<file path="src/rtl/uep_pkg.sv">
// Constants and types shared by the user event profiling register block
package uep_pkg;

	// ----------------------------------------------------------------
	// Register addresses and reset values
	// ----------------------------------------------------------------
	localparam logic [31:0] UEP_CFG_ADDR    = 32'hc000_0105;
	localparam logic [31:0] UEP_CBADDR_ADDR = 32'hc000_0106;
	localparam logic [63:0] UEP_CFG_RESET    = 64'h0;
	localparam logic [63:0] UEP_CBADDR_RESET = 64'h0;

	// ----------------------------------------------------------------
	// Field positions
	// ----------------------------------------------------------------
	localparam int UEP_ID_PROF_BIT   = 15;
	localparam int UEP_XSTATE_BIT    = 62;
	localparam int UEP_PERMIT_LO     = 1;
	localparam int UEP_PERMIT_HI     = 6;
	localparam int UEP_CONT_BIT      = 29;
	localparam int UEP_TIMESTAMP_STORE_ENABLE_BIT      = 30;
	localparam int UEP_INT_BIT       = 31;
	localparam int UEP_CORE_LO       = 32;
	localparam int UEP_CORE_HI       = 39;
	localparam int UEP_VEC_LO        = 40;
	localparam int UEP_VEC_HI        = 47;
	localparam int UEP_LEAF_LO       = 1;
	localparam int UEP_LEAF_HI       = 31;

	// Bits always writable, and bits writable only when reported supported
	localparam logic [63:0] UEP_CFG_FIXED_MASK = 64'h0000_ffff_0000_0000;
	localparam logic [63:0] UEP_CFG_FEAT_MASK  = 64'h0000_0000_e000_007e;

	// ----------------------------------------------------------------
	// Event identifiers and widths
	// ----------------------------------------------------------------
	localparam logic [7:0] UEP_EVT_VALUE  = 8'h01;
	localparam logic [7:0] UEP_EVT_INSERT = 8'hff;
	localparam int         UEP_CNT_W      = 32;

	// ----------------------------------------------------------------
	// Enumerations
	// ----------------------------------------------------------------
	typedef enum logic [1:0] {
		UEP_OP_LOAD   = 2'h0,
		UEP_OP_STORE  = 2'h1,
		UEP_OP_INSERT = 2'h2,
		UEP_OP_VALUE  = 2'h3
	} uep_op_e;

	typedef enum logic [1:0] {
		UEP_MODE_OFF = 2'b01,
		UEP_MODE_ON  = 2'b10
	} uep_mode_e;

	typedef enum logic [1:0] {
		UEP_SEL_NONE = 2'h0,
		UEP_SEL_CFG  = 2'h1,
		UEP_SEL_CB   = 2'h2
	} uep_sel_e;

endpackage

</file>
<file path="src/rtl/uep_profiling_regs.sv">
// Configuration and control-block address registers of user event profiling
`timescale 1ns/10ps

// Functional notes
// - Registers accessible only when profiling reported
// - Setting unsupported feature bit faults
// - Bits 31:1 mirrored to unprivileged identification
// - Core identifier copied into every record
// - Bits 47:40 give threshold interrupt vector
// - Bits 1..6 permit individual events
// - Bit 29 continuous mode, else synchronized
// - Bit 30 stores timestamp when counter exists
// - Bit 31 permits threshold interrupt
// - Address read returns value without flushing
// - Non-zero address write faults
// - Zero address write stops, discards state
// - Control block kept as linear address
// - Instructions fault when unsupported or disabled
// - Load enables and selects, store reports
// - Insert records whenever enabled, sample on underflow
module uep_profiling_regs (
	input  wire logic                          clk_sys_in,
	input  wire logic                          rst_n_in,
	input  wire logic [31:0]                   ext_feature_id_in,
	input  wire logic [31:0]                   feature_support_in,
	input  wire logic [63:0]                   extended_state_enable_mask_in,
	input  wire logic                          timestamp_present_in,
	input  wire logic                          msr_rd_in,
	input  wire logic                          msr_wr_in,
	input  wire logic [31:0]                   msr_addr_in,
	input  wire logic [63:0]                   msr_wdata_in,
	input  wire logic                          instr_valid_in,
	input  wire logic [1:0]                    instr_op_in,
	input  wire logic [63:0]                   instr_addr_in,
	input  wire logic [5:0]                    instr_flags_in,
	input  wire logic [uep_pkg::UEP_CNT_W-1:0] instr_count_in,
	input  wire logic [uep_pkg::UEP_CNT_W-1:0] instr_interval_in,
	input  wire logic                          restore_valid_in,
	input  wire logic [63:0]                   restore_addr_in,
	output logic                               msr_ack_out,
	output logic                               msr_gp_fault_out,
	output logic [63:0]                        msr_rdata_out,
	output logic                               instr_done_out,
	output logic                               instr_ud_fault_out,
	output logic [63:0]                        instr_result_out,
	output logic                               record_valid_out,
	output logic [7:0]                         record_event_id_out,
	output logic [7:0]                         record_core_id_out,
	output logic                               record_timestamp_out,
	output logic [31:0]                        id_leaf_out,
	output logic [5:0]                         event_permit_out,
	output logic                               continuous_mode_out,
	output logic                               timestamp_store_enable_out,
	output logic                               threshold_int_permit_out,
	output logic [7:0]                         int_vector_out,
	output logic [7:0]                         core_identifier_out,
	output logic                               profiling_enabled_out
);

	typedef struct packed {
		logic [63:0]        cfg;
		logic [63:0]        cbaddr;
		uep_pkg::uep_mode_e mode;
		logic [5:0]         evt_sel;
		logic               ack;
		logic               gp;
		logic [63:0]        rdata;
		logic               done;
		logic               ud;
		logic [63:0]        result;
		logic               rec_valid;
		logic [7:0]         rec_id;
		logic [7:0]         rec_core;
		logic               rec_ts;
	} uep_state_s;

	uep_state_s        st_reg;
	uep_state_s        st_next;
	logic              prof_sup;
	logic              prof_avail;
	logic [63:0]       cfg_allowed;
	uep_pkg::uep_sel_e wr_sel;
	uep_pkg::uep_sel_e rd_sel;
	logic              cnt_clear;
	logic              cnt_load;
	logic              cnt_dec;
	logic              cnt_fire;

	// ----------------------------------------------------------------
	// Register address decode
	// ----------------------------------------------------------------
	function automatic uep_pkg::uep_sel_e msr_decode(input logic [31:0] addr);
		case (addr)
			uep_pkg::UEP_CFG_ADDR:    msr_decode = uep_pkg::UEP_SEL_CFG;
			uep_pkg::UEP_CBADDR_ADDR: msr_decode = uep_pkg::UEP_SEL_CB;
			default:                  msr_decode = uep_pkg::UEP_SEL_NONE;
		endcase
	endfunction

	assign prof_sup    = ext_feature_id_in[uep_pkg::UEP_ID_PROF_BIT];
	assign prof_avail  = prof_sup && extended_state_enable_mask_in[uep_pkg::UEP_XSTATE_BIT];
	assign wr_sel      = msr_wr_in ? msr_decode(msr_addr_in) : uep_pkg::UEP_SEL_NONE;
	assign rd_sel      = msr_rd_in ? msr_decode(msr_addr_in) : uep_pkg::UEP_SEL_NONE;
	// Reserved bits are never allowed; feature bits follow reported support
	assign cfg_allowed = uep_pkg::UEP_CFG_FIXED_MASK
		| (uep_pkg::UEP_CFG_FEAT_MASK & {32'h0, feature_support_in});

	assign cnt_clear = (wr_sel == uep_pkg::UEP_SEL_CB) && prof_sup && (msr_wdata_in == '0);
	assign cnt_load  = instr_valid_in && prof_avail
		&& (instr_op_in == uep_pkg::UEP_OP_LOAD) && (instr_addr_in != '0);
	assign cnt_dec   = instr_valid_in && prof_avail
		&& (instr_op_in == uep_pkg::UEP_OP_VALUE)
		&& (st_reg.mode == uep_pkg::UEP_MODE_ON) && st_reg.evt_sel[0];

	uep_sample_counter u_sample_counter (
		.clk_sys_in       (clk_sys_in),
		.rst_n_in         (rst_n_in),
		.clear_in         (cnt_clear),
		.load_in          (cnt_load),
		.load_count_in    (instr_count_in),
		.load_interval_in (instr_interval_in),
		.dec_in           (cnt_dec),
		.fire_out         (cnt_fire)
	);

	// ----------------------------------------------------------------
	// Next state
	// ----------------------------------------------------------------
	always_comb begin
		st_next           = st_reg;
		st_next.ack       = 1'b0;
		st_next.gp        = 1'b0;
		st_next.done      = 1'b0;
		st_next.ud        = 1'b0;
		st_next.rec_valid = 1'b0;
		// Instructions
		if (instr_valid_in) begin
			st_next.done = 1'b1;
			if (!prof_avail) begin
				st_next.ud = 1'b1;
			end else begin
				case (instr_op_in)
					uep_pkg::UEP_OP_LOAD: begin
						// Address is taken as linear; no segment base applied
						st_next.cbaddr = instr_addr_in;
						if (instr_addr_in == '0) begin
							st_next.mode    = uep_pkg::UEP_MODE_OFF;
							st_next.evt_sel = '0;
						end else begin
							st_next.mode    = uep_pkg::UEP_MODE_ON;
							st_next.evt_sel = instr_flags_in
								& st_reg.cfg[uep_pkg::UEP_PERMIT_HI:uep_pkg::UEP_PERMIT_LO];
						end
					end
					uep_pkg::UEP_OP_STORE: begin
						st_next.result = (st_reg.mode == uep_pkg::UEP_MODE_ON)
							? st_reg.cbaddr : '0;
					end
					uep_pkg::UEP_OP_INSERT: begin
						if (st_reg.mode == uep_pkg::UEP_MODE_ON) begin
							st_next.rec_valid = 1'b1;
							st_next.rec_id    = uep_pkg::UEP_EVT_INSERT;
						end
					end
					uep_pkg::UEP_OP_VALUE: begin
						if (cnt_fire) begin
							st_next.rec_valid = 1'b1;
							st_next.rec_id    = uep_pkg::UEP_EVT_VALUE;
						end
					end
					default: begin
						st_next.ud = 1'b1;
					end
				endcase
			end
			st_next.rec_core = st_reg.cfg[uep_pkg::UEP_CORE_HI:uep_pkg::UEP_CORE_LO];
			st_next.rec_ts   = st_reg.cfg[uep_pkg::UEP_TIMESTAMP_STORE_ENABLE_BIT] && timestamp_present_in;
		end
		// State restore may install any address
		if (restore_valid_in) begin
			st_next.cbaddr  = restore_addr_in;
			st_next.mode    = (restore_addr_in != '0) ? uep_pkg::UEP_MODE_ON : uep_pkg::UEP_MODE_OFF;
			st_next.evt_sel = st_reg.cfg[uep_pkg::UEP_PERMIT_HI:uep_pkg::UEP_PERMIT_LO];
		end
		// Register reads
		if (rd_sel != uep_pkg::UEP_SEL_NONE) begin
			st_next.ack = 1'b1;
			if (!prof_sup) begin
				st_next.gp    = 1'b1;
				st_next.rdata = '0;
			end else if (rd_sel == uep_pkg::UEP_SEL_CFG) begin
				st_next.rdata = st_reg.cfg;
			end else begin
				st_next.rdata = st_reg.cbaddr;
			end
		end
		// Register writes, after instructions and restore so a stop wins over all but reset
		if (wr_sel != uep_pkg::UEP_SEL_NONE) begin
			st_next.ack = 1'b1;
			if (!prof_sup) begin
				st_next.gp = 1'b1;
			end else if (wr_sel == uep_pkg::UEP_SEL_CFG) begin
				if ((msr_wdata_in & ~cfg_allowed) != '0) begin
					st_next.gp = 1'b1;
				end else begin
					st_next.cfg = msr_wdata_in;
				end
			end else if (msr_wdata_in != '0) begin
				st_next.gp = 1'b1;
			end else begin
				st_next.cbaddr    = '0;
				st_next.mode      = uep_pkg::UEP_MODE_OFF;
				st_next.evt_sel   = '0;
				st_next.rec_valid = 1'b0;
			end
		end
		if (!rst_n_in) begin
			st_next        = '0;
			st_next.cfg    = uep_pkg::UEP_CFG_RESET;
			st_next.cbaddr = uep_pkg::UEP_CBADDR_RESET;
			st_next.mode   = uep_pkg::UEP_MODE_OFF;
		end
	end

	always_ff @(posedge clk_sys_in) begin
		st_reg <= st_next;
	end

	// ----------------------------------------------------------------
	// Outputs
	// ----------------------------------------------------------------
	assign msr_ack_out                = st_reg.ack;
	assign msr_gp_fault_out           = st_reg.gp;
	assign msr_rdata_out              = st_reg.rdata;
	assign instr_done_out             = st_reg.done;
	assign instr_ud_fault_out         = st_reg.ud;
	assign instr_result_out           = st_reg.result;
	assign record_valid_out           = st_reg.rec_valid;
	assign record_event_id_out        = st_reg.rec_id;
	assign record_core_id_out         = st_reg.rec_core;
	assign record_timestamp_out       = st_reg.rec_ts;
	assign id_leaf_out                = {st_reg.cfg[uep_pkg::UEP_LEAF_HI:uep_pkg::UEP_LEAF_LO],
		1'b0};
	assign event_permit_out           = st_reg.evt_sel;
	assign continuous_mode_out        = st_reg.cfg[uep_pkg::UEP_CONT_BIT];
	assign timestamp_store_enable_out = st_reg.cfg[uep_pkg::UEP_TIMESTAMP_STORE_ENABLE_BIT];
	assign threshold_int_permit_out   = st_reg.cfg[uep_pkg::UEP_INT_BIT];
	assign int_vector_out             = st_reg.cfg[uep_pkg::UEP_VEC_HI:uep_pkg::UEP_VEC_LO];
	assign core_identifier_out        = st_reg.cfg[uep_pkg::UEP_CORE_HI:uep_pkg::UEP_CORE_LO];
	assign profiling_enabled_out      = (st_reg.mode == uep_pkg::UEP_MODE_ON);
endmodule // uep_profiling_regs

</file>
<file path="src/rtl/uep_sample_counter.sv">
// Event counter for the value-sample instruction
`timescale 1ns/10ps
module uep_sample_counter (
	input  wire logic                       clk_sys_in,
	input  wire logic                       rst_n_in,
	input  wire logic                       clear_in,
	input  wire logic                       load_in,
	input  wire logic [uep_pkg::UEP_CNT_W-1:0] load_count_in,
	input  wire logic [uep_pkg::UEP_CNT_W-1:0] load_interval_in,
	input  wire logic                       dec_in,
	output logic                            fire_out
);

	typedef struct packed {
		logic [uep_pkg::UEP_CNT_W-1:0] count;
		logic [uep_pkg::UEP_CNT_W-1:0] interval;
	} uep_cnt_s;

	uep_cnt_s                      st_reg;
	uep_cnt_s                      st_next;
	logic [uep_pkg::UEP_CNT_W-1:0] dec_val;

	// ----------------------------------------------------------------
	// Decrement; a negative result fires and reloads the interval
	// ----------------------------------------------------------------
	always_comb begin
		st_next  = st_reg;
		dec_val  = st_reg.count - 1'b1;
		fire_out = dec_in && dec_val[uep_pkg::UEP_CNT_W-1];
		if (!rst_n_in || clear_in) begin
			st_next = '0;
		end else if (load_in) begin
			st_next.count    = load_count_in;
			st_next.interval = load_interval_in;
		end else if (dec_in) begin
			st_next.count = fire_out ? st_reg.interval : dec_val;
		end
	end

	always_ff @(posedge clk_sys_in) begin
		st_reg <= st_next;
	end

endmodule // uep_sample_counter

</file>
<file path="config.mk">
export PLATFORM = sky130hd
export DESIGN_NAME = uep_profiling_regs
export DESIGN_NICKNAME = d
export VERILOG_FILES = /design/src/rtl/uep_pkg.sv /design/src/rtl/uep_profiling_regs.sv /design/src/rtl/uep_sample_counter.sv
export SDC_FILE = /design/constraint.sdc
export NUM_CORES = 1
export LEC_CHECK = 0
export ABC_AREA = 1
export BUFFER_PORTS_ARGS = -buffer_cell sky130_fd_sc_hd__buf_4
export CELL_PAD_IN_SITES_DETAIL_PLACEMENT = 1
export CELL_PAD_IN_SITES_GLOBAL_PLACEMENT = 1
export CORE_AREA = 2 2 247 249
export CTS_CLUSTER_SIZE = 20
export DETAILED_ROUTE_END_ITERATION = 6
export DIE_AREA = 0 0 249 251
export GPL_ROUTABILITY_DRIVEN = 0
export PLACE_DENSITY_LB_ADDON = 0.2
export SETUP_SLACK_MARGIN = 0.4
export SYNTH_ARGS = -nofsm -noshare
export SYNTH_HDL_FRONTEND = slang
export SYNTH_SLANG_ARGS = --single-unit
</file>
<file path="constraint.sdc">
create_clock -name clk_sys_in -period 2.17 [get_ports clk_sys_in]
set_input_delay 0.1085 -clock clk_sys_in [delete_from_list [all_inputs] [get_ports clk_sys_in]]
set_output_delay 0.1085 -clock clk_sys_in [all_outputs]
set_load 0.1 [all_outputs]
</file>
# Yosys cells after proc, flatten, opt, wreduce, memory -nomap -nowiden

Index checks and enable logic that the tools add are counted.

Bits in registers: 350
Word-level logic and storage cells: 96
Memories: 0
Bits in latches: 0
Memory bits (writable): 0
Memory bits (read-only): 0

$mul: 0
Div/mod/pow operators: 0
Mux-type cells: 36
Bitwise logic cells: 4
Add/sub/neg operators: 1
Reduce and logical (&&, ||, !) cells: 28
Eq/ne operators: 11
Shift operators: 0
$lt $le $gt $ge: 0

Operator list:

| cell                                               | count |
|---|---|
| two-way mux 72 bit                                 | 7 |
| two-way mux 64 bit                                 | 4 |
| nonzero test 64 bit                                | 4 |
| logical NOT 64 bit                                 | 2 |
| two-way mux 32 bit                                 | 3 |
| two-way mux 84 bit                                 | 1 |
| two-way mux 74 bit                                 | 1 |
| two-way mux 73 bit                                 | 1 |
| two-way mux 66 bit                                 | 1 |
| AND 64 bit                                         | 1 |
| == test 32 bit, second input constant              | 2 |
| inverter 48 -> 64 bit                              | 1 |
| subtractor 32 x 1 -> 32 bit, second input constant | 1 |
| two-way mux 9 bit                                  | 2 |
| case mux 9 bit (2 select lines)                    | 1 |
| logical AND 1 bit                                  | 11 |
| two-way mux 1 bit                                  | 10 |
| == test 2 bit, second input constant               | 4 |
| two-way mux 8 bit                                  | 1 |
| nonzero test 2 bit                                 | 4 |
| AND 6 bit                                          | 1 |
| == test 2 x 1 -> 1 bit, second input constant      | 3 |
| two-way mux 2 bit                                  | 3 |
| AND reduction 5 bit                                | 1 |
| 9 further kinds                                    | 10 |

# Logic depth before layout (Yosys ltp)

Word-level depth: 14
Depth in mapped cells: 15
Gate-level depth less buffers: 14

# Hierarchy

From an unflattened synthesis, not the netlist that was laid out.

Cell total of the unflattened synthesis: 2,651
Area, all modules: 17,818.3 um2

By module, submodules not included:

| module             | sequential area each (um2) | area each (um2) | cells each | times used |
|---|---|---|---|---|
| uep_profiling_regs | 5,605.4                    | 14,298.7        | 2,126      | 1 |
| uep_sample_counter | 1,281.2                    | 3,519.6         | 525        | 1 |

# Worst setup path before layout

OpenSTA, ideal clock, no wires.

Path type: register to register
From: register st_reg[156] in the netlist's numbering
To: register st_reg (netlist bit instr_result_out[54])
Arrival time: 1.824 ns
Stages on the path, launching flop included: 7
Required time: 2.100 ns
Path buffers: 1
Slack: 0.276 ns
Clock period less this slack: 1.894 ns
Cells stage by stage: dfxtp_1 > inv_1 > nand2_1 > inv_1 > clkbuf_1 > nand3_1 > a21oi_1

Longest elaborated chain between the ends: 2

RTL lines:

| element                         | line                      | text |
|---|---|---|
| start, declared                 | uep_profiling_regs.sv:77  | `uep_state_s st_reg;` |
| start signal, assigned          | uep_profiling_regs.sv:226 | `st_reg <= st_next;` |
| == test 2 bit                   | -                         |  |
| named net profiling_enabled_out | uep_profiling_regs.sv:57  | `output logic profiling_enabled_out` |
| two-way mux 64 bit              | uep_profiling_regs.sv:157 | `? st_reg.cbaddr : '0;` |

The timed path passes the listed nets, and every way through them passes these cells.
A chain may end at the register's enable or synchronous reset.

# Final worst setup path

From: register u_sample_counter.st_reg[34] in the netlist's numbering
To: register u_sample_counter.st_reg[40] in the netlist's numbering

Longest elaborated chain between the ends: 5

RTL lines:

| element                       | line                     | text |
|---|---|---|
| start, declared               | uep_sample_counter.sv:19 | `uep_cnt_s st_reg;` |
| start signal, assigned        | uep_sample_counter.sv:41 | `st_reg <= st_next;` |
| subtractor 32 x 1 -> 32 bit * | uep_sample_counter.sv:28 | `dec_val = st_reg.count - 1'b1;` |
| logical AND 1 bit             | uep_sample_counter.sv:29 | `fire_out = dec_in && dec_val[uep_pkg::UEP_CNT_W-1];` |
| two-way mux 32 bit *          | uep_sample_counter.sv:36 | `st_next.count = fire_out ? st_reg.interval : dec_val;` |
| two-way mux 32 bit *          | uep_sample_counter.sv:35 | `end else if (dec_in) begin` |
| two-way mux 32 bit *          | uep_sample_counter.sv:32 | `end else if (load_in) begin` |

Mark *: on every way between the ends. The rest lies on a longest branch, timed or not. The select of a mux whose other input is x is not followed.

==> impl_metrics.yaml <==
status:
  status: "finished clean"
global_routing:
  first_global_vias: 20458
  antenna_found_initial: 10
  grtUsageTotal: 0.255
  grt-ovfl-total: 0
  grt_max_degree: 131
  grt_pass1_wl_um: 123000
job:
  drv_cap: 0
timing:
  setup_viol: 0
  drv_slew: 0
  post-route-min-period_ns: 1.83
  min_period_over_period: 0.844
  max_freq_ghz: 0.546
  clock-skew-final_ns: 0.0242
  worst_slack_ns: 0.338
  slew-limit-headroom: 0.345
  hold_viol: 0
  grt_setup_unrepaired: "true"
  tightest_slew_ns: 0.983
  setup-tns-final_ns: 0
finish:
  largest_reg_flops: 83
  nNetsFinal: 3698
  drive_gt1_frac: 0.243
  multi_input_area_um2: 8290
  nFillCells: 7421
  finalNonFillerCells: 4086
  final_core_util: 0.430
  area_growth_pct: 43.7
  seq_area_um2: 6920
cts:
  clkTransAtPathRegs_ns: 0.06
  cts_sinks: 344
  cts_inserted_buffers: 43
  cts_tree: "yes"
  clock_latency_ns: 0.57
  clockRootBuffer: "clkbuf_16"
  htree_levels: 2
  clk_path_buf_depth: 3
power:
  p_per_area_nw_per_um2: 629
  power_leakage_nw: 12.4
  ir_drop_mv: 0.496
placement:
  placed_cells: 3748
  dp_hpwl_um: 58600
  io_buffer_count: 520
  pre_cts_ws_ns: -0.176
critical_path:
  r2r_start: "u_sample_counter.st_reg[34]"
  crit_required_ns: 2.62
  crit_family: "simple AND/OR/NAND/NOR gates"
  cp_num_buf_inv: 2
  crit_path_end_kind: "flip-flop"
  cp_max_fo: 5
  arrival_ns: 2.28
  critPathMaxStageDelay_ns: 0.36
  path_class: "flip-flop to flip-flop"
  critical_path.startpoint_type: "flip-flop"
  cp-startpoint: "u_sample_counter.st_reg[34]"
  crit_chain: "nor2_4 > nand2_2 > nor2_4 > nand2_4 > nor2_4 > nand2_4 > nand3_4 > buf_6 > nand2_2 > nand3_2 > nand3_2 > nand2_1 > inv_1"
  slowest_stage: "dfxtp_4"
  crit_top_cell: "nor2_4"
min_path:
  hp-class: "input pin to flip-flop"
  hp-start: "instr_count_in[26]"
floorplan:
  fp.dieArea_um2: 62500
  die_x_um: 249
  ios: 639
  start_util: 0.299
  row_count: 90
  die_y_um: 251
  core-area_um2: 59800
detailed_routing:
  drc: 0
  via_per_inst: 4.86
  first_iter_violations: 1185
  wl_per_cell_um: 20.5
  wl_um: 83900
  num_vias: 19838
  first_pass_iters: 5
  ant_nets: 0
logic_synthesis:
  synth_area_per_cell_um2: 6.56
  syn_area_um2: 17900
  ys.flop_type: "dfxtp_1"
  yosys_register_bits: 344
  seq_area_frac_synth: 0.385
  synth_edf_count: 0
  synth_cell_types: 38
  ys_warn_count: 0
  postSynthNetCount: 3161
  synthCells: 2729
  async_reset_ff_frac: 0
==> cell type report <==
class / instances / area share
inverters: 237 / 0.0349
flip-flops and latches: 344 / 0.269
well taps: 782 / 0.0380
repair buffers: 846 / 0.283
multi-input cells: 1794 / 0.322
clock buffers: 65 / 0.0478
diodes: 5 / 0.000486
clock inverters: 13 / 0.00545
==> worst paths after layout <==
path | end | depth (start not counted) | slack (ns)
max reg2reg | u_sample_counter.st_reg[40] | 13 | 0.34
min | u_sample_counter.st_reg[58] | 7 | 0.01
max | u_sample_counter.st_reg[40] | 13 | 0.34
min reg2reg | record_event_id_out[0] | 2 | 0.46
==> metal layers <==
layer  track usage  vias up  routed length, µm
met3        0.0527      173               5280
met5             0        -                 55
met1         0.316     9546              35300
met4         0.106        8               3510
met2         0.429      635              39800
li1              -     9476                  -
==> synth_stat cells, types with 2 or more instances <==
| master | number | share of area |
|---|---|---|
| buf_2 | 37 | 0.010 |
| buf_1 | 4 | 0.00084 |
| dfxtp_1 | 344 | 0.38 |
| nand3_2 | 2 | 0.0011 |
| o211ai_1 | 12 | 0.0050 |
| buf_4 | 204 | 0.086 |
| clkbuf_1 | 103 | 0.022 |
| inv_1 | 228 | 0.048 |
| buf_6 | 7 | 0.0044 |
| nand3b_1 | 9 | 0.0038 |
| nor2_4 | 2 | 0.0013 |
| xnor2_1 | 7 | 0.0034 |
| and3_1 | 39 | 0.014 |
| o21a_1 | 2 | 0.00084 |
| nor4_1 | 16 | 0.0056 |
| o22ai_1 | 2 | 0.00070 |
| or2_2 | 3 | 0.0010 |
| a21oi_1 | 208 | 0.058 |
| nor2_1 | 215 | 0.045 |
| o21ai_0 | 112 | 0.031 |
| nor3b_1 | 3 | 0.0013 |
| inv_2 | 8 | 0.0017 |
| nand3_1 | 222 | 0.062 |
| nor3_1 | 7 | 0.0020 |
| nand4_1 | 19 | 0.0066 |
| xor2_1 | 19 | 0.0093 |
| nand2_1 | 880 | 0.18 |
| nand2_2 | 5 | 0.0017 |
==> metrics by stage <==
| step | power, mW | hold slack [ns] | instance area [µm²] |
|---|---|---|---|
| 2_1_floorplan | 7.70 | 0.243 | 17900 |
| 3_3_place_gp | 8.64 | 0.342 | 21400 |
| 3_5_place_dp | 8.68 | 0.353 | 21400 |
| 4_1_cts | 16.3 | 0.00236 | 25300 |
| 5_1_grt | 16.9 | 0.0346 | 25700 |
| 6_report | 16.2 | 0.0129 | 25700 |
==> cell families (layout without fill, tap and decap cells) <==
family	Yosys count	after routing	share of synthesized area
fa+ha+maj	1	1	0.000699
flops	344	344	0.385
simple gates	1426	1427	0.332
compound gates	339	339	0.0972
xor+xnor	26	26	0.0127
other cells	1	6	0.000209
buf+inv	592	1161	0.172
==> placed cells by master, fill, tap and decap left out, drive strengths merged, types with 17 or more instances in the layout <==
master / Yosys / routed
nand2: 885 / 885
buf: 252 / 625
dfxtp: 344 / 344
inv: 236 / 236
nand3: 224 / 225
nor2: 217 / 217
dlygate4sd3: 0 / 216
a21oi: 209 / 209
o21ai: 113 / 113
clkbuf: 103 / 70
and3: 39 / 39
nand4: 19 / 19
xor2: 19 / 19
nor4: 17 / 17
==> timing repair <==
action	CTS	global route
setup buffers	23	9
hold buffers	216	0
hold endpoints to repair	166	0
resized for setup	65	57
gates cloned	0	7
endpoints found under the setup margin	49	140
pin swaps	26	22
==> power by group <==
group	leakage (nW)	internal, mW	switching, mW	total (mW)
logic	8.97	1.17	1.39	2.56
registers	2.80	6.43	0.119	6.55
clock network	0.671	4.15	2.94	7.09
total	12.4	11.8	4.44	16.2
==> worst min-delay path, stage by stage <==
cell     delay [ns]
buf_4          0.11
inv_1          0.04
nand3_1        0.06
nand2_1        0.06
inv_1          0.03
nand2_1        0.05
a21oi_1        0.06
Power figures use the tool's default switching activity.
